$ cat src/hdl/pirq_pkg.sv
// Purpose: constants, field layouts and carrier types of the PHY interrupt, auxiliary and LED register block
// Assumes: one clock (hclk, 100 MHz); registers reached over AHB-Lite, one aligned word per register
// Notes: register byte address is four times the register index
package pirq_pkg;
  // register indices and byte addresses
  localparam logic [9:0] IDX_MASK = 10'h019;
  localparam logic [9:0] IDX_STATUS = 10'h01A;
  localparam logic [9:0] IDX_AUX = 10'h01C;
  localparam logic [9:0] IDX_LED = 10'h01D;
  localparam logic [9:0] IDX_SYS_EVT = 10'h020;
  localparam logic [9:0] IDX_SYS_MSK = 10'h021;
  localparam logic [11:0] ADDR_MASK = {IDX_MASK, 2'b00};
  localparam logic [11:0] ADDR_STATUS = {IDX_STATUS, 2'b00};
  localparam logic [11:0] ADDR_AUX = {IDX_AUX, 2'b00};
  localparam logic [11:0] ADDR_LED = {IDX_LED, 2'b00};
  localparam logic [11:0] ADDR_SYS_EVT = {IDX_SYS_EVT, 2'b00};
  localparam logic [11:0] ADDR_SYS_MSK = {IDX_SYS_MSK, 2'b00};

  // mask and status layout
  localparam int unsigned BIT_GLOBAL_EN = 15;
  localparam int unsigned BIT_SUMMARY = 15;
  localparam int unsigned BIT_RSVD = 6;
  localparam logic [15:0] SRC_IMPL = 16'h7FBF;   // sources in 14:7 and 5:0
  localparam logic [15:0] MASK_WRITABLE = 16'hFFBF;
  localparam logic [15:0] MASK_RESET = 16'h0000;

  // auxiliary writable fields
  localparam int unsigned BIT_TMO_HI = 7;
  localparam int unsigned BIT_ENH = 6;
  localparam int unsigned BIT_TMO_LO = 2;

  // LED function selectors
  localparam logic [15:0] LED_RESET = 16'h8021;

  // own event register layout
  localparam int unsigned SYS_EVT_W = 3;
  localparam int unsigned SYS_EVT_PIN = 0;
  localparam int unsigned SYS_EVT_IMG = 1;
  localparam int unsigned SYS_EVT_LED = 2;

  typedef enum logic [3:0] {
    PIRQ_LED_LINK_ACT = 4'h0,
    PIRQ_LED_LINK1000_ACT = 4'h1,
    PIRQ_LED_LINK100_ACT = 4'h2,
    PIRQ_LED_DUPLEX_COL = 4'h8,
    PIRQ_LED_COLLISION = 4'h9,
    PIRQ_LED_ACTIVITY = 4'hA,
    PIRQ_LED_NEG_FAULT = 4'hC,
    PIRQ_LED_FORCE_OFF = 4'hE,
    PIRQ_LED_FORCE_ON = 4'hF
  } pirq_led_fn_t;

  typedef struct packed {
    logic [3:0] indicator_pin_three;
    logic [3:0] indicator_pin_two;
    logic [3:0] indicator_pin_one;
    logic [3:0] indicator_pin_zero;
  } pirq_led_sel_t;

  typedef struct packed {
    logic an_complete;
    logic an_disabled;
    logic crossover;
    logic cd_swap;
    logic [3:0] polarity_abcd;
    logic full_duplex;
    logic [1:0] speed;
  } pirq_aux_ind_t;

  typedef struct packed {
    logic [1:0] link_timeout;
    logic enhanced_phy_cfg_flag;
  } pirq_cfg_t;

  localparam pirq_cfg_t CFG_ZERO = 3'h0;

  // true for LED function codes the indicator logic serves
  function automatic logic pirq_led_fn_ok(input logic [3:0] code);
    unique case (code)
      PIRQ_LED_LINK_ACT, PIRQ_LED_LINK1000_ACT, PIRQ_LED_LINK100_ACT, PIRQ_LED_DUPLEX_COL,
      PIRQ_LED_COLLISION, PIRQ_LED_ACTIVITY, PIRQ_LED_NEG_FAULT, PIRQ_LED_FORCE_OFF,
      PIRQ_LED_FORCE_ON: pirq_led_fn_ok = 1'b1;
      default: pirq_led_fn_ok = 1'b0;
    endcase
  endfunction : pirq_led_fn_ok
endpackage : pirq_pkg

$ cat src/hdl/pirq_ctrl.sv
// Purpose: PHY interrupt mask/status, auxiliary control/status and LED select registers on AHB-Lite
// Assumes: event pulses, indications and resets come from logic on hclk
// Notes: reads take one wait state, writes none; status reads clear enabled events
//
// The AHB-Lite interface to the registers is this design's own decision.
module pirq_ctrl #(
  parameter int unsigned ADDR_W = 12
) (
  input wire logic hclk,
  input wire logic hresetn,
  input wire logic hsel,
  input wire logic [ADDR_W-1:0] haddr,
  input wire logic [1:0] htrans,
  input wire logic hwrite,
  input wire logic [2:0] hsize,
  input wire logic [31:0] hwdata,
  input wire logic hready,
  output logic hreadyout,
  output logic hresp,
  output logic [31:0] hrdata,
  input wire logic [15:0] src_evt,
  input pirq_pkg::pirq_aux_ind_t aux_ind,
  input wire logic usb_reset,
  input wire logic lite_reset,
  input wire logic cfg_load,
  input wire logic eeprom_present,
  input pirq_pkg::pirq_cfg_t eeprom_val,
  input wire logic otp_present,
  input pirq_pkg::pirq_cfg_t otp_val,
  output logic phy_int_pin,
  output logic sys_irq,
  output logic [1:0] link_timeout_sel,
  output logic enhanced_phy_cfg_flag,
  output pirq_pkg::pirq_led_sel_t led_sel
);
  import pirq_pkg::*;

  if (ADDR_W < 12) begin : g_bad_addr_w
    $error("pirq_ctrl needs at least 12 address bits");
  end

  logic rd_pend_q;
  logic wr_pend_q;
  logic [ADDR_W-1:0] addr_q;
  logic hreadyout_q;
  logic hresp_q;
  logic [31:0] hrdata_q;
  logic [15:0] mask_q;
  logic [15:0] pend_q;
  logic [15:0] clr;
  logic [15:0] status_view;
  logic [15:0] rd_word;
  logic [1:0] tmo_q;
  logic enh_q;
  logic [15:0] led_q;
  logic [SYS_EVT_W-1:0] sys_evt_q;
  logic [SYS_EVT_W-1:0] sys_msk_q;
  logic [SYS_EVT_W-1:0] sys_set;
  logic phy_int_q;
  logic sys_irq_q;
  logic acc;
  logic rd_fire;
  logic rd_status;
  logic restore;
  logic led_bad;
  pirq_cfg_t img;
  logic img_applied;

  // address compare at the bus width
  function automatic logic hit(input logic [ADDR_W-1:0] a, input logic [11:0] r);
    hit = (a == ADDR_W'(r));
  endfunction : hit

  // hsize is not decoded: only whole-word transfers are supported
  assign acc = hsel && htrans[1] && hready;
  assign rd_fire = rd_pend_q;
  assign rd_status = rd_fire && hit(addr_q, ADDR_STATUS);
  assign restore = img_applied || usb_reset || lite_reset;

  // address phase capture; reads insert one wait state so a write just before is visible
  always_ff @(posedge hclk or negedge hresetn) begin
    if (!hresetn) begin
      rd_pend_q <= 1'b0;
      wr_pend_q <= 1'b0;
      addr_q <= '0;
      hreadyout_q <= 1'b1;
    end else begin
      rd_pend_q <= acc && !hwrite;
      wr_pend_q <= acc && hwrite;
      hreadyout_q <= !(acc && !hwrite);
      if (acc) begin
        addr_q <= haddr;
      end
    end
  end

  // pending latches; a status read clears only what the mask enables at that moment
  assign clr = rd_status ? (pend_q & mask_q) : '0;

  pirq_event_latch #(
    .WIDTH(16),
    .IMPL(SRC_IMPL)
  ) pirq_event_latch_inst (
    .hclk(hclk),
    .hresetn(hresetn),
    .set_pulse(src_evt),
    .clr(clr),
    .pend_q(pend_q)
  );

  pirq_cfg_image pirq_cfg_image_inst (
    .hclk(hclk),
    .hresetn(hresetn),
    .cfg_load(cfg_load),
    .eeprom_present(eeprom_present),
    .eeprom_val(eeprom_val),
    .otp_present(otp_present),
    .otp_val(otp_val),
    .img_q(img),
    .applied_q(img_applied)
  );

  // status word: masked pending flags plus summary gated by the global enable
  always_comb begin
    status_view = pend_q & mask_q & SRC_IMPL;
    status_view[BIT_SUMMARY] = mask_q[BIT_GLOBAL_EN] && ((pend_q & mask_q & SRC_IMPL) != '0);
  end

  // mask register; bit 6 never stores
  always_ff @(posedge hclk or negedge hresetn) begin
    if (!hresetn) begin
      mask_q <= MASK_RESET;
    end else if (wr_pend_q && hit(addr_q, ADDR_MASK)) begin
      mask_q <= hwdata[15:0] & MASK_WRITABLE;
    end
  end

  // timeout and enhanced-mode bits; an image restore outranks a software write
  always_ff @(posedge hclk or negedge hresetn) begin
    if (!hresetn) begin
      tmo_q <= 2'h0;
      enh_q <= 1'b0;
    end else if (restore) begin
      tmo_q <= img.link_timeout;
      enh_q <= img.enhanced_phy_cfg_flag;
    end else if (wr_pend_q && hit(addr_q, ADDR_AUX)) begin
      tmo_q <= {hwdata[BIT_TMO_HI], hwdata[BIT_TMO_LO]};
      enh_q <= hwdata[BIT_ENH];
    end
  end

  // LED function selectors; reserved codes are stored but flagged
  always_ff @(posedge hclk or negedge hresetn) begin
    if (!hresetn) begin
      led_q <= LED_RESET;
    end else if (wr_pend_q && hit(addr_q, ADDR_LED)) begin
      led_q <= hwdata[15:0];
    end
  end

  // any selector written with a reserved function code
  always_comb begin
    led_bad = 1'b0;
    for (int i = 0; i < 4; i++) begin
      if (!pirq_led_fn_ok(hwdata[i*4 +: 4])) begin
        led_bad = 1'b1;
      end
    end
  end

  // system event sources: pin rise, image restore, reserved LED code written
  always_comb begin
    sys_set = '0;
    sys_set[SYS_EVT_PIN] = status_view[BIT_SUMMARY] && !phy_int_q;
    sys_set[SYS_EVT_IMG] = restore;
    sys_set[SYS_EVT_LED] = wr_pend_q && hit(addr_q, ADDR_LED) && led_bad;
  end

  // sticky system events, write one to clear; a new event wins over the clear
  always_ff @(posedge hclk or negedge hresetn) begin
    if (!hresetn) begin
      sys_evt_q <= '0;
    end else if (wr_pend_q && hit(addr_q, ADDR_SYS_EVT)) begin
      sys_evt_q <= (sys_evt_q & ~hwdata[SYS_EVT_W-1:0]) | sys_set;
    end else begin
      sys_evt_q <= sys_evt_q | sys_set;
    end
  end

  // system event mask
  always_ff @(posedge hclk or negedge hresetn) begin
    if (!hresetn) begin
      sys_msk_q <= '0;
    end else if (wr_pend_q && hit(addr_q, ADDR_SYS_MSK)) begin
      sys_msk_q <= hwdata[SYS_EVT_W-1:0];
    end
  end

  // interrupt outputs registered; both lag their cause by one cycle
  always_ff @(posedge hclk or negedge hresetn) begin
    if (!hresetn) begin
      phy_int_q <= 1'b0;
      sys_irq_q <= 1'b0;
    end else begin
      phy_int_q <= status_view[BIT_SUMMARY];
      sys_irq_q <= (sys_evt_q & sys_msk_q) != '0;
    end
  end

  // read multiplexer; unmapped words and reserved bits read zero
  always_comb begin
    rd_word = 16'h0000;
    if (hit(addr_q, ADDR_MASK)) begin
      rd_word = mask_q;
    end else if (hit(addr_q, ADDR_STATUS)) begin
      rd_word = status_view;
    end else if (hit(addr_q, ADDR_AUX)) begin
      rd_word = {aux_ind.an_complete, aux_ind.an_disabled, aux_ind.crossover, aux_ind.cd_swap,
                 aux_ind.polarity_abcd, tmo_q[1], enh_q, aux_ind.full_duplex, aux_ind.speed,
                 tmo_q[0], 2'b00};
    end else if (hit(addr_q, ADDR_LED)) begin
      rd_word = led_q;
    end else if (hit(addr_q, ADDR_SYS_EVT)) begin
      rd_word = {13'h0000, sys_evt_q};
    end else if (hit(addr_q, ADDR_SYS_MSK)) begin
      rd_word = {13'h0000, sys_msk_q};
    end
  end

  // read data held until the next read completes
  always_ff @(posedge hclk or negedge hresetn) begin
    if (!hresetn) begin
      hrdata_q <= 32'h00000000;
    end else if (rd_fire) begin
      hrdata_q <= {16'h0000, rd_word};
    end
  end

  // the slave never answers with an error, but the response still leaves a flop like every bus output
  always_ff @(posedge hclk or negedge hresetn) begin
    if (!hresetn) begin
      hresp_q <= 1'b0;
    end else begin
      hresp_q <= 1'b0;
    end
  end

  assign hreadyout = hreadyout_q;
  assign hresp = hresp_q;
  assign hrdata = hrdata_q;
  assign phy_int_pin = phy_int_q;
  assign sys_irq = sys_irq_q;
  assign link_timeout_sel = tmo_q;
  assign enhanced_phy_cfg_flag = enh_q;
  assign led_sel = led_q;
endmodule : pirq_ctrl

$ cat src/hdl/pirq_event_latch.sv
// Purpose: per-source pending latches of the PHY interrupt block
// Assumes: set and clear come from logic on hclk
// Notes: a set arriving with its clear keeps the latch set
module pirq_event_latch #(
  parameter int unsigned WIDTH = 16,
  parameter logic [15:0] IMPL = 16'hFFFF
) (
  input wire logic hclk,
  input wire logic hresetn,
  input wire logic [WIDTH-1:0] set_pulse,
  input wire logic [WIDTH-1:0] clr,
  output logic [WIDTH-1:0] pend_q
);
  if (WIDTH != 16) begin : g_bad_width
    $error("pirq_event_latch serves exactly 16 bits");
  end

  // set beats clear so an event during the clearing read is not lost
  always_ff @(posedge hclk or negedge hresetn) begin
    if (!hresetn) begin
      pend_q <= '0;
    end else begin
      pend_q <= ((pend_q & ~clr) | set_pulse) & IMPL;
    end
  end
endmodule : pirq_event_latch

$ cat src/hdl/pirq_cfg_image.sv
// Purpose: keeps the last loaded configuration image for the auxiliary defaults
// Assumes: load strobe and image sources are on hclk
// Notes: the eeprom image wins over otp; without either the image is zero
module pirq_cfg_image (
  input wire logic hclk,
  input wire logic hresetn,
  input wire logic cfg_load,
  input wire logic eeprom_present,
  input pirq_pkg::pirq_cfg_t eeprom_val,
  input wire logic otp_present,
  input pirq_pkg::pirq_cfg_t otp_val,
  output pirq_pkg::pirq_cfg_t img_q,
  output logic applied_q
);
  import pirq_pkg::*;

  // image selection by source priority
  always_ff @(posedge hclk or negedge hresetn) begin
    if (!hresetn) begin
      img_q <= CFG_ZERO;
    end else if (cfg_load) begin
      if (eeprom_present) begin
        img_q <= eeprom_val;
      end else if (otp_present) begin
        img_q <= otp_val;
      end else begin
        img_q <= CFG_ZERO;
      end
    end
  end

  // one-cycle strobe telling the register file to take the fresh image
  always_ff @(posedge hclk or negedge hresetn) begin
    if (!hresetn) begin
      applied_q <= 1'b0;
    end else begin
      applied_q <= cfg_load;
    end
  end
endmodule : pirq_cfg_image

$ cat config.mk
export PLATFORM = sky130hd
export DESIGN_NAME = pirq_ctrl
export DESIGN_NICKNAME = d
export VERILOG_FILES = /design/src/hdl/pirq_pkg.sv /design/src/hdl/pirq_ctrl.sv /design/src/hdl/pirq_event_latch.sv /design/src/hdl/pirq_cfg_image.sv
export SDC_FILE = /design/constraint.sdc
export NUM_CORES = 1
export LEC_CHECK = 0
export BUFFER_PORTS_ARGS = -buffer_cell sky130_fd_sc_hd__buf_2
export CAP_MARGIN = 20
export CORE_MARGIN = 10
export CORE_UTILIZATION = 35
export CTS_CLUSTER_SIZE = 25
export DETAILED_ROUTE_END_ITERATION = 16
export PLACE_DENSITY = 0.58
export SLEW_MARGIN = 25
export SYNTH_ARGS = -nofsm -noshare
export SYNTH_HDL_FRONTEND = slang
export SYNTH_SLANG_ARGS = --single-unit
$ cat constraint.sdc
create_clock -name hclk -period 2.43 [get_ports hclk]
set_clock_uncertainty 0.15 [all_clocks]
set_input_delay 0.486 -clock hclk [delete_from_list [all_inputs] [get_ports hclk]]
set_output_delay 0.486 -clock hclk [all_outputs]
set_load 0.02 [all_outputs]
==> reports/metrics.cfg, run 1 <==
[timing]
maxClockFrequency_mhz=424.8
hold_ws_ns=0.1679
rsz0062_at_grt=false
finalWorstSetupSlack_ns=0.07590
post-route-min-period_ns=2.354
setup_viol=0
period_share_pct=96.88
relSlewSlack_pct=58.00
hold_viol=0
fin_tns_setup_ns=0
tightest_slew_ns=0.6300
slew_violations=0

[setup_path]
r2r_setup_slack_ns=0.08
r2r-end=hrdata[8]
cp_slowest_cell=or4_4
required_ns=2.52
worstPathArrival_ns=2.44
critPathBufInv=0
path_max_fanout=11
start_kind=register
ff2ff_path_depth=5
worstSetupPathType=register to register
r2r_start=addr_q[9]
critPathCaptureType=register
worst_path_most_repeated_cell=or4_4
crit_family=simple AND/OR/NAND/NOR gates
path_cells=or4_4 > or4_4 > nand2_8 > o22ai_1 > a21o_1
crit_path_max_incr_delay_ns=0.65

[cells_and_area]
syn2layout_area_growth_pct=25.37
fill_cells=1195
final_area_um2=5472
drive_above_1_share_pct=38.61
insertedDiodeCount=0
multi_input_area_um2=1848
layout.cells.non_filler=673
fin_util_pct=45.18
seq_area_um2=2282
fin_nets=592

[cts]
cts_resized=0
cts_setup_buffers=0
cts_made_buffers=9
cts_tree=done
path_clk_slew_ns=0.06
cts_max_level=3
clockBufferDepth=2
clock_latency_ns=0.34
cts_sinks=91
cts-root-buf=clkbuf_16
cts-hold-fix-buffers=1

[pwr]
ir_worst_vdd_uv=374.9
powerDensity_nw_per_um2=701.9
power.leakage_nw=2.435
p_total_mw=3.841

[synth]
post-synth-top-area-cell=dfrtp_1
synth_async_sr_flop_share_pct=100.0
ys_seq_area_share_pct=52.29
synthFlopType=dfrtp_1
yosys_warnings=0
synth_edf_count=0
avgSynthCellArea_um2=11.42
synthCells=382
netlist.area_leader.share_pct=49.89
synthTopCellsByArea=dfrtp_1 (50%), mux2_2 (9.5%), a21o_1 (3.4%)
synth_area_um2=4364
yosys.cell_types.count=48
ys_ff_latch=91

[floorplanning]
core_um2=12110
initial_core_util_pct=36.03
dieArea_um2=17340
die_h_um=131.7
ios=147
die_w_um=131.7
rows=40

[drt]
totalWireLength_um=11880
dr_total_vias=3308
drt_iter0_markers=154
dr.pass1.iters=4
via_per_inst=4.915
ant_nets=0
wl_per_cell_um=17.66
drc=0

[place]
dp.cells=656
dp_hpwl_um=9177
pre_cts_ws_ns=0.07711
dpl_cell_area_um2=5111
port_buffers=107
place.gp.congestion=0.8109

[worst_hold_path]
holdCritStartpoint=src_evt[8]
hp-class=input pin to register
hold_depth=2
hold_end=pirq_event_latch_inst.pend_q[8]

[global_route]
grt_usage_pct=13.94
grt_pass1_wl_um=19340
globalRouteOverflowTotal=0
grt_max_degree=41
grt_pass1_vias=3537
antenna_found_initial=0

[status]
status=finished clean

[flow_run]
maxCapViolations=0

==> placed cells by master (no fill, tap or decap), types with 2 or more instances in the layout <==
| cell | Yosys | routed |
|---|---|---|
| a21o_1 | 20 | 20 |
| a21oi_1 | 22 | 22 |
| a222oi_1 | 3 | 3 |
| a22o_1 | 2 | 2 |
| a22oi_1 | 18 | 18 |
| a31oi_1 | 3 | 3 |
| a32oi_1 | 3 | 3 |
| buf_12 | 0 | 3 |
| buf_2 | 7 | 106 |
| buf_4 | 19 | 16 |
| bufinv_16 | 0 | 3 |
| clkbuf_16 | 0 | 9 |
| conb_1 | 1 | 17 |
| dfrtp_1 | 87 | 87 |
| dfstp_2 | 4 | 4 |
| inv_1 | 16 | 16 |
| mux2_1 | 9 | 9 |
| mux2_2 | 37 | 37 |
| mux2i_1 | 3 | 3 |
| nand2_1 | 27 | 27 |
| nand2b_1 | 16 | 16 |
| nand3_1 | 4 | 4 |
| nand3b_1 | 3 | 3 |
| nand4_1 | 3 | 3 |
| nor2_1 | 11 | 11 |
| nor2b_1 | 3 | 3 |
| nor3_1 | 3 | 3 |
| nor4_2 | 4 | 4 |
| o21ai_0 | 5 | 5 |
| o221ai_1 | 6 | 6 |
| o22ai_1 | 10 | 10 |
| or2_2 | 2 | 2 |
| or3b_2 | 2 | 2 |
| or4_4 | 2 | 2 |
| xor2_1 | 4 | 4 |
==> cells in the mapped netlist, types with 2 or more instances <==
cell type  count
dfrtp_1       87
mux2_2        37
nand2_1       27
a21oi_1       22
a21o_1        20
buf_4         19
a22oi_1       18
inv_1         16
nand2b_1      16
nor2_1        11
o22ai_1       10
mux2_1         9
buf_2          7
clkbuf_1       6
o221ai_1       6
o21ai_0        5
dfstp_2        4
nand3_1        4
nor4_2         4
xor2_1         4
a222oi_1       3
a31oi_1        3
a32oi_1        3
buf_6          3
mux2i_1        3
nand3b_1       3
nand4_1        3
nor2b_1        3
nor3_1         3
a22o_1         2
or2_2          2
or3b_2         2
or4_4          2
==> layout make-up <==
| type | instances | share of cell area [%] |
|---|---|---|
| clock inverter | 6 | 2.035 |
| sequential | 91 | 41.71 |
| multi-input combinational | 256 | 33.78 |
| timing repair buffer | 126 | 13.17 |
| tap | 168 | 3.842 |
| inverter | 16 | 1.098 |
| clock buffer | 10 | 4.368 |
==> flip-flops by register name, indices dropped and copies added (netlist names), 2 cells and up <==
name and cells:
pirq_event_latch_inst.pend_q 14, addr_q 12, link_timeout_sel 2, hrdata 16, sys_msk_q 3, sys_evt_q 3
mask_q 15, pirq_cfg_image_inst.img_q 3, led_sel 16
==> where the power goes <==
part | switching, mW | total, mW | internal, mW | leakage (nW)
Combinational | 0.289 | 0.506 | 0.217 | 1.23
Sequential | 0.0882 | 1.71 | 1.62 | 1.03
Clock | 0.587 | 1.62 | 1.03 | 0.169
Total | 0.964 | 3.84 | 2.88 | 2.43
==> worst max path at each step <==
stage	start	to	slack, ns	cells past startpoint
3_3_place_gp	addr_q[9]	hrdata[8]	0.11	5
5_1_grt	addr_q[9]	hrdata[8]	0.01	5
6_report	addr_q[9]	hrdata[8]	0.08	5
4_1_cts	addr_q[9]	hrdata[8]	0.07	5
3_5_place_dp	addr_q[9]	hrdata[8]	0.08	5
2_1_floorplan	addr_q[9]	hrdata[4]	0.16	7
==> cell families after synthesis <==
logic type | Yosys count | synth area share (%)
multiplexers | 49 | 12.56
flip-flops | 91 | 52.29
XOR/XNOR | 4 | 0.8027
AND/OR/NAND/NOR | 91 | 12.53
other | 1 | 0.08593
AO/OA/AOI/OAI | 95 | 14.99
buffers and inverters | 51 | 6.737
==> worst reg2reg max path, cell delays in order (launching register included) <==
cell,delay (ns)
dfrtp_1,0.38
or4_4,0.65
or4_4,0.64
nand2_8,0.16
o22ai_1,0.09
a21o_1,0.18
==> layer usage <==
layer / GRT usage, % / wire length, um / vias up
li1: - / - / 1591
met1: 17.51 / 5271 / 1608
met2: 21.45 / 5544 / 96
met3: 5.030 / 857 / 13
met4: 5.192 / 210 / 0
met5: 0 / 0 / -
No activity file was read; power rests on OpenSTA's default activity.
==> run 2, diff against run 1 <==
--- a/config.mk
+++ b/config.mk
@@ -7,6 +7,7 @@
 export LEC_CHECK = 0
 export BUFFER_PORTS_ARGS = -buffer_cell sky130_fd_sc_hd__buf_2
 export CAP_MARGIN = 20
+export CORE_ASPECT_RATIO = 0.8
 export CORE_MARGIN = 10
 export CORE_UTILIZATION = 35
 export CTS_CLUSTER_SIZE = 25
==> run 2 against run 1 <==
Net effect: combinational power shrank 1%; largest cell class unchanged; first-iteration DRC count grew 29%; highest routed layer unchanged; sequential cell count is the same; sequential power is essentially flat.
==> reports/metrics.cfg, run 2 (synthesized netlist as in run 1, its figures left out) <==
[timing]
rsz0062_at_grt=false  ; unchanged
slew_violations=0  ; unchanged
hold_viol=0  ; unchanged
relSlewSlack_pct=60.11  ; was 58.00%
maxClockFrequency_mhz=433.1  ; was 424.8 MHz
period_share_pct=95.01  ; was 96.88%
hold_ws_ns=0.1732  ; was 0.1679 ns
post-route-min-period_ns=2.309  ; was 2.354 ns
fin_tns_setup_ns=0  ; unchanged
setup_viol=0  ; unchanged
finalWorstSetupSlack_ns=0.1212  ; was 0.07590 ns
tightest_slew_ns=0.5967  ; was 0.6300 ns

[drt]
totalWireLength_um=12190  ; was 11880 um
dr.pass1.iters=4  ; unchanged
drc=0  ; unchanged
drt_iter0_markers=199  ; was 154
via_per_inst=4.975  ; was 4.915
ant_nets=0  ; unchanged
dr_total_vias=3373  ; was 3308
wl_per_cell_um=17.99  ; was 17.66 um

[setup_path]
cp_slowest_cell=or4_4  ; unchanged
path_cells=or4_4 > or4_4 > nand2_8 > o22ai_1 > a21o_1  ; unchanged
start_kind=register  ; unchanged
r2r_setup_slack_ns=0.12  ; was 0.08 ns
worstSetupPathType=register to register  ; unchanged
critPathCaptureType=register  ; unchanged
worstPathArrival_ns=2.40  ; was 2.44 ns
crit_path_max_incr_delay_ns=0.65  ; about the same
worst_path_most_repeated_cell=or4_4  ; unchanged
path_max_fanout=11  ; unchanged
required_ns=2.52  ; about the same

[floorplanning]
die_h_um=119.9  ; was 131.7 um
die_w_um=144.8  ; was 131.7 um
core_um2=12210  ; was 12110 um^2
initial_core_util_pct=35.75  ; was 36.03%
ios=147  ; unchanged
dieArea_um2=17360  ; was 17340 um^2
rows=36  ; was 40

[global_route]
grt_pass1_vias=3516  ; was 3537
grt_pass1_wl_um=19580  ; was 19340 um
antenna_found_initial=0  ; unchanged
grt_usage_pct=14.48  ; was 13.94%
globalRouteOverflowTotal=0  ; unchanged
grt_max_degree=43  ; was 41

[place]
port_buffers=107  ; unchanged
pre_cts_ws_ns=0.1153  ; was 0.07711 ns
place.gp.congestion=0.7888  ; was 0.8109
dp_hpwl_um=9393  ; was 9177 um

[flow_run]
maxCapViolations=0  ; unchanged

[cells_and_area]
final_common_cell=buf_2  ; unchanged
fin_util_pct=44.82  ; was 45.18%
final_cell_mix=buf_2 (106), dfrtp_1 (87), mux2_2 (37)  ; unchanged
insertedDiodeCount=0  ; unchanged
fin_nets=594  ; was 592
syn2layout_area_growth_pct=25.37  ; unchanged
drive_above_1_share_pct=38.46  ; was 38.61%

[cts]
cts_made_buffers=9  ; unchanged
cts_sinks=91  ; unchanged
clockBufferDepth=2  ; unchanged
cts_setup_buffers=0  ; unchanged
cts_tree=done  ; unchanged
clock_latency_ns=0.35  ; was 0.34 ns
cts_max_level=3  ; unchanged
cts-root-buf=clkbuf_16  ; unchanged
cts_resized=0  ; unchanged
path_clk_slew_ns=0.07  ; was 0.06 ns

[pwr]
ir_worst_vdd_uv=366.5  ; was 374.9 uV
p_total_mw=3.833  ; was 3.841 mW
power.leakage_nw=2.434  ; was 2.435 nW
powerDensity_nw_per_um2=700.5  ; was 701.9 nW/um^2

[status]
status=finished clean  ; unchanged

[worst_hold_path]
hp-class=input pin to register  ; unchanged

[run 2: changes by cell type in the layout (fill, tap and decap cells not counted), sizes merged]
cell    delta
clkinv     -1
buf        +2
clkbuf     +2
inv        -1
[run 2: power by group]
group	switching, mW	internal, mW	total, mW
registers	0.0948	1.62	1.72
logic	0.287	0.213	0.500
clock network	0.579	1.03	1.61
total	0.961	2.87	3.83
[run 2: layer usage]
metal | global-route usage (%) | part of all wire [%] | vias up
li1 | - | - | 1593
met1 | 19.37 | 45 | 1663
met2 | 22.05 | 45 | 106
met3 | 4.493 | 8.8 | 11
met4 | 4.161 | 1.2 | 0
met5 | 0 | 0 | -
[run 2: path summary, 6_finish.rpt]
kind                              from                         endpoint  depth (start not counted)
min in group asynchronous      hresetn  pirq_event_latch_inst.pend_q[5]                          2
max in group asynchronous      hresetn                       led_sel[0]                          3
setup reg to reg             addr_q[9]                        hrdata[4]                          5
hold / removal              src_evt[0]  pirq_event_latch_inst.pend_q[0]                          2
setup / recovery             addr_q[9]                        hrdata[4]                          5
hold reg to reg            phy_int_pin                     sys_evt_q[0]                          1
[run 2: repair_timing]
item / CTS / global route
setup endpoints to repair: 0 / 0
endpoints found under the hold margin: 37 / 0
hold buffers: 1 / 0
[run 2: critical path: cells and delay by family (launching register included)]
| family | cells | cell delay, ns |
|---|---|---|
| AO/OA/AOI/OAI | 2 | 0.24 |
| flip-flops | 1 | 0.37 |
| AND/OR/NAND/NOR | 3 | 1.44 |
[run 2: layout make-up]
class	instances	area [um^2]
fillers	1169	6735
flip-flops and latches	91	2282
multi-input cells	256	1848
repair buffers	128	723.2
clock buffers	12	246.5
well taps	171	214.0
clock inverters	4	97.59
inverters	16	60.06
[run 2: through the flow]
step           std cells  area (um^2)
4_1_cts              678         5472
6_report             678         5472
3_5_place_dp         661         5117
5_1_grt              678         5472
3_3_place_gp         661         5117
2_1_floorplan        398         4424
==> run 3, diff against run 2 <==
--- a/config.mk
+++ b/config.mk
@@ -7,7 +7,7 @@
 export LEC_CHECK = 0
 export BUFFER_PORTS_ARGS = -buffer_cell sky130_fd_sc_hd__buf_2
 export CAP_MARGIN = 20
-export CORE_ASPECT_RATIO = 0.8
+export CORE_ASPECT_RATIO = 2
 export CORE_MARGIN = 10
 export CORE_UTILIZATION = 35
 export CTS_CLUSTER_SIZE = 25
==> run 3 against run 2 <==
Net effect: sequential cell count is the same; critical endpoint unchanged; non-clock buffer count shrank 3; design area shrank 1.3%; final cell count shrank 4.0%; combinational power grew 2%; highest routed layer unchanged; wire length grew 6.0%; sequential power is essentially flat.
==> reports/metrics.cfg, run 3 (synthesized netlist as in run 1, its figures left out) <==
[place]
place.gp.congestion=0.7934  ; was 0.7888
port_buffers=107  ; unchanged
dp_hpwl_um=10140  ; was 9393 um

[floorplanning]
die_w_um=98.96  ; was 144.8 um
rows=57  ; was 36
die_h_um=177.9  ; was 119.9 um
core_um2=12200  ; was 12210 um^2
ios=147  ; unchanged
dieArea_um2=17610  ; was 17360 um^2
initial_core_util_pct=35.79  ; was 35.75%

[cells_and_area]
final_cell_mix=buf_2 (106), dfrtp_1 (87), mux2_2 (37)  ; unchanged
drive_above_1_share_pct=38.49  ; was 38.46%
final_common_cell=buf_2  ; unchanged
syn2layout_area_growth_pct=23.74  ; was 25.37%
insertedDiodeCount=0  ; unchanged
fin_nets=591  ; was 594

[drt]
via_per_inst=5.180  ; was 4.975
wl_per_cell_um=19.85  ; was 17.99 um
totalWireLength_um=12920  ; was 12190 um
ant_nets=0  ; unchanged
dr.pass1.iters=5  ; was 4
drc=0  ; unchanged
dr_total_vias=3372  ; was 3373
drt_iter0_markers=141  ; was 199

[setup_path]
worstPathArrival_ns=2.43  ; was 2.40 ns
required_ns=2.52  ; about the same
path_max_fanout=11  ; unchanged
ff2ff_path_depth=5  ; unchanged
worst_path_most_repeated_cell=or4_4  ; unchanged
path_cells=or4_4 > or4_4 > nand2_8 > o22ai_1 > a21o_1  ; unchanged
cp_slowest_cell=or4_4  ; unchanged
worstSetupPathType=register to register  ; unchanged
critPathCaptureType=register  ; unchanged
crit_path_max_incr_delay_ns=0.65  ; about the same
start_kind=register  ; unchanged

[timing]
rsz0062_at_grt=false  ; unchanged
hold_viol=0  ; unchanged
slew_violations=0  ; unchanged
period_share_pct=96.33  ; was 95.01%
relSlewSlack_pct=59.53  ; was 60.11%
tightest_slew_ns=0.6054  ; was 0.5967 ns
setup_viol=0  ; unchanged
hold_ws_ns=0.1587  ; was 0.1732 ns
post-route-min-period_ns=2.341  ; was 2.309 ns
maxClockFrequency_mhz=427.2  ; was 433.1 MHz
fin_tns_setup_ns=0  ; unchanged

[pwr]
power_frac_seq_pct=46.4  ; was 44.9%
powerDensity_nw_per_um2=682.8  ; was 700.5 nW/um^2
clkPwrFrac_pct=39.8  ; was 42.1%
ir_worst_vdd_uv=352.3  ; was 366.5 uV
p_switching_mw=0.9920  ; was 0.9606 mW
power.internal_mw=2.695  ; was 2.872 mW
power.switching_fraction_pct=26.91  ; was 25.06%
power.leakage_nw=2.413  ; was 2.434 nW
p_comb_share_pct=13.8  ; was 13.0%

[cts]
cts_setup_buffers=0  ; unchanged
cts_max_level=3  ; unchanged
cts_sinks=91  ; unchanged
path_clk_slew_ns=0.07  ; about the same
cts-root-buf=clkbuf_16  ; unchanged
cts_tree=done  ; unchanged
clockBufferDepth=2  ; unchanged
cts_made_buffers=9  ; unchanged
clock_latency_ns=0.35  ; about the same
cts_resized=0  ; unchanged

[flow_run]
maxCapViolations=0  ; unchanged

[worst_hold_path]
hold_depth=2  ; unchanged
hp-class=input pin to register  ; unchanged

[global_route]
grt_max_degree=43  ; unchanged
grt_pass1_vias=3691  ; was 3516
grt_pass1_wl_um=20070  ; was 19580 um
grt_usage_pct=14.62  ; was 14.48%
globalRouteOverflowTotal=0  ; unchanged
antenna_found_initial=0  ; unchanged

[status]
status=finished clean  ; unchanged

run 3: cell types whose count changed in the layout (fill, tap and decap cells not counted), sizes merged:
| cell | before | now |
|---|---|---|
| buf | 127 | 124 |
| bufinv | 3 | 1 |
| clkbuf | 12 | 11 |
| clkinv | 0 | 2 |
| inv | 16 | 17 |
run 3: cell type report:
type                            count  area [um^2]
Fill cell                        1163         6795
Tap cell                          147        183.9
Timing Repair Buffer              125        713.2
Sequential cell                    91         2282
Clock inverter                      5        60.06
Inverter                           16        60.06
Clock buffer                       11        252.7
Multi-Input combinational cell    256         1848
run 3: stage by stage:
step	util, %	setup WS (ns)	total power, mW	cells	area, um^2
4_1_cts	44.28	0.08094	3.722	651	5400
3_3_place_gp	41.63	0.1011	2.243	634	5077
6_report	44.28	0.08923	3.687	651	5400
2_1_floorplan	-	0.1589	2.040	398	4424
5_1_grt	44.28	0.009744	3.844	651	5400
3_5_place_dp	41.63	0.09130	2.256	634	5077
run 3: layer usage:
metal,up-vias,global-route usage [%],share of wire (%)
met5,-,0,0
met4,0,5.882,2.2
met3,26,4.673,6.8
met2,115,27.56,57
met1,1643,14.04,34
li1,1588,-,-
run 3: power by group through the flow:
stage               combinational, mW  sequential [mW]  clock, mW
finish                          0.510             1.71       1.47
global route                    0.560             1.73       1.56
CTS                             0.520             1.71       1.49
detailed placement              0.517             1.74          0
global placement                0.509             1.73          0
floorplan                       0.274             1.77          0
run 3: worst paths after layout:
kind	start	to	slack [ns]
worst max-delay path	addr_q[9]	hrdata[4]	0.09
worst min register to register	pirq_event_latch_inst.pend_q[0]	pirq_event_latch_inst.pend_q[0]	0.33
max in group asynchronous	hresetn	pirq_event_latch_inst.pend_q[11]	1.01
min in group asynchronous	hresetn	hrdata[14]	0.41
worst min-delay path	src_evt[12]	pirq_event_latch_inst.pend_q[12]	0.16
worst max register to register	addr_q[9]	hrdata[4]	0.09
run 3: worst max-delay path: cells and delay by family, from the launching register on:
kind               cells  cell delay [ns]
AOI/OAI and AO/OA      2             0.25
DFF                    1             0.38
and+or+nand+nor        3             1.44
run 3: what timing repair did:
action | 4_1_cts | 5_1_grt
hold buffers | 1 | 0
hold endpoints to repair | 18 | 0
setup endpoints to repair | 0 | 0
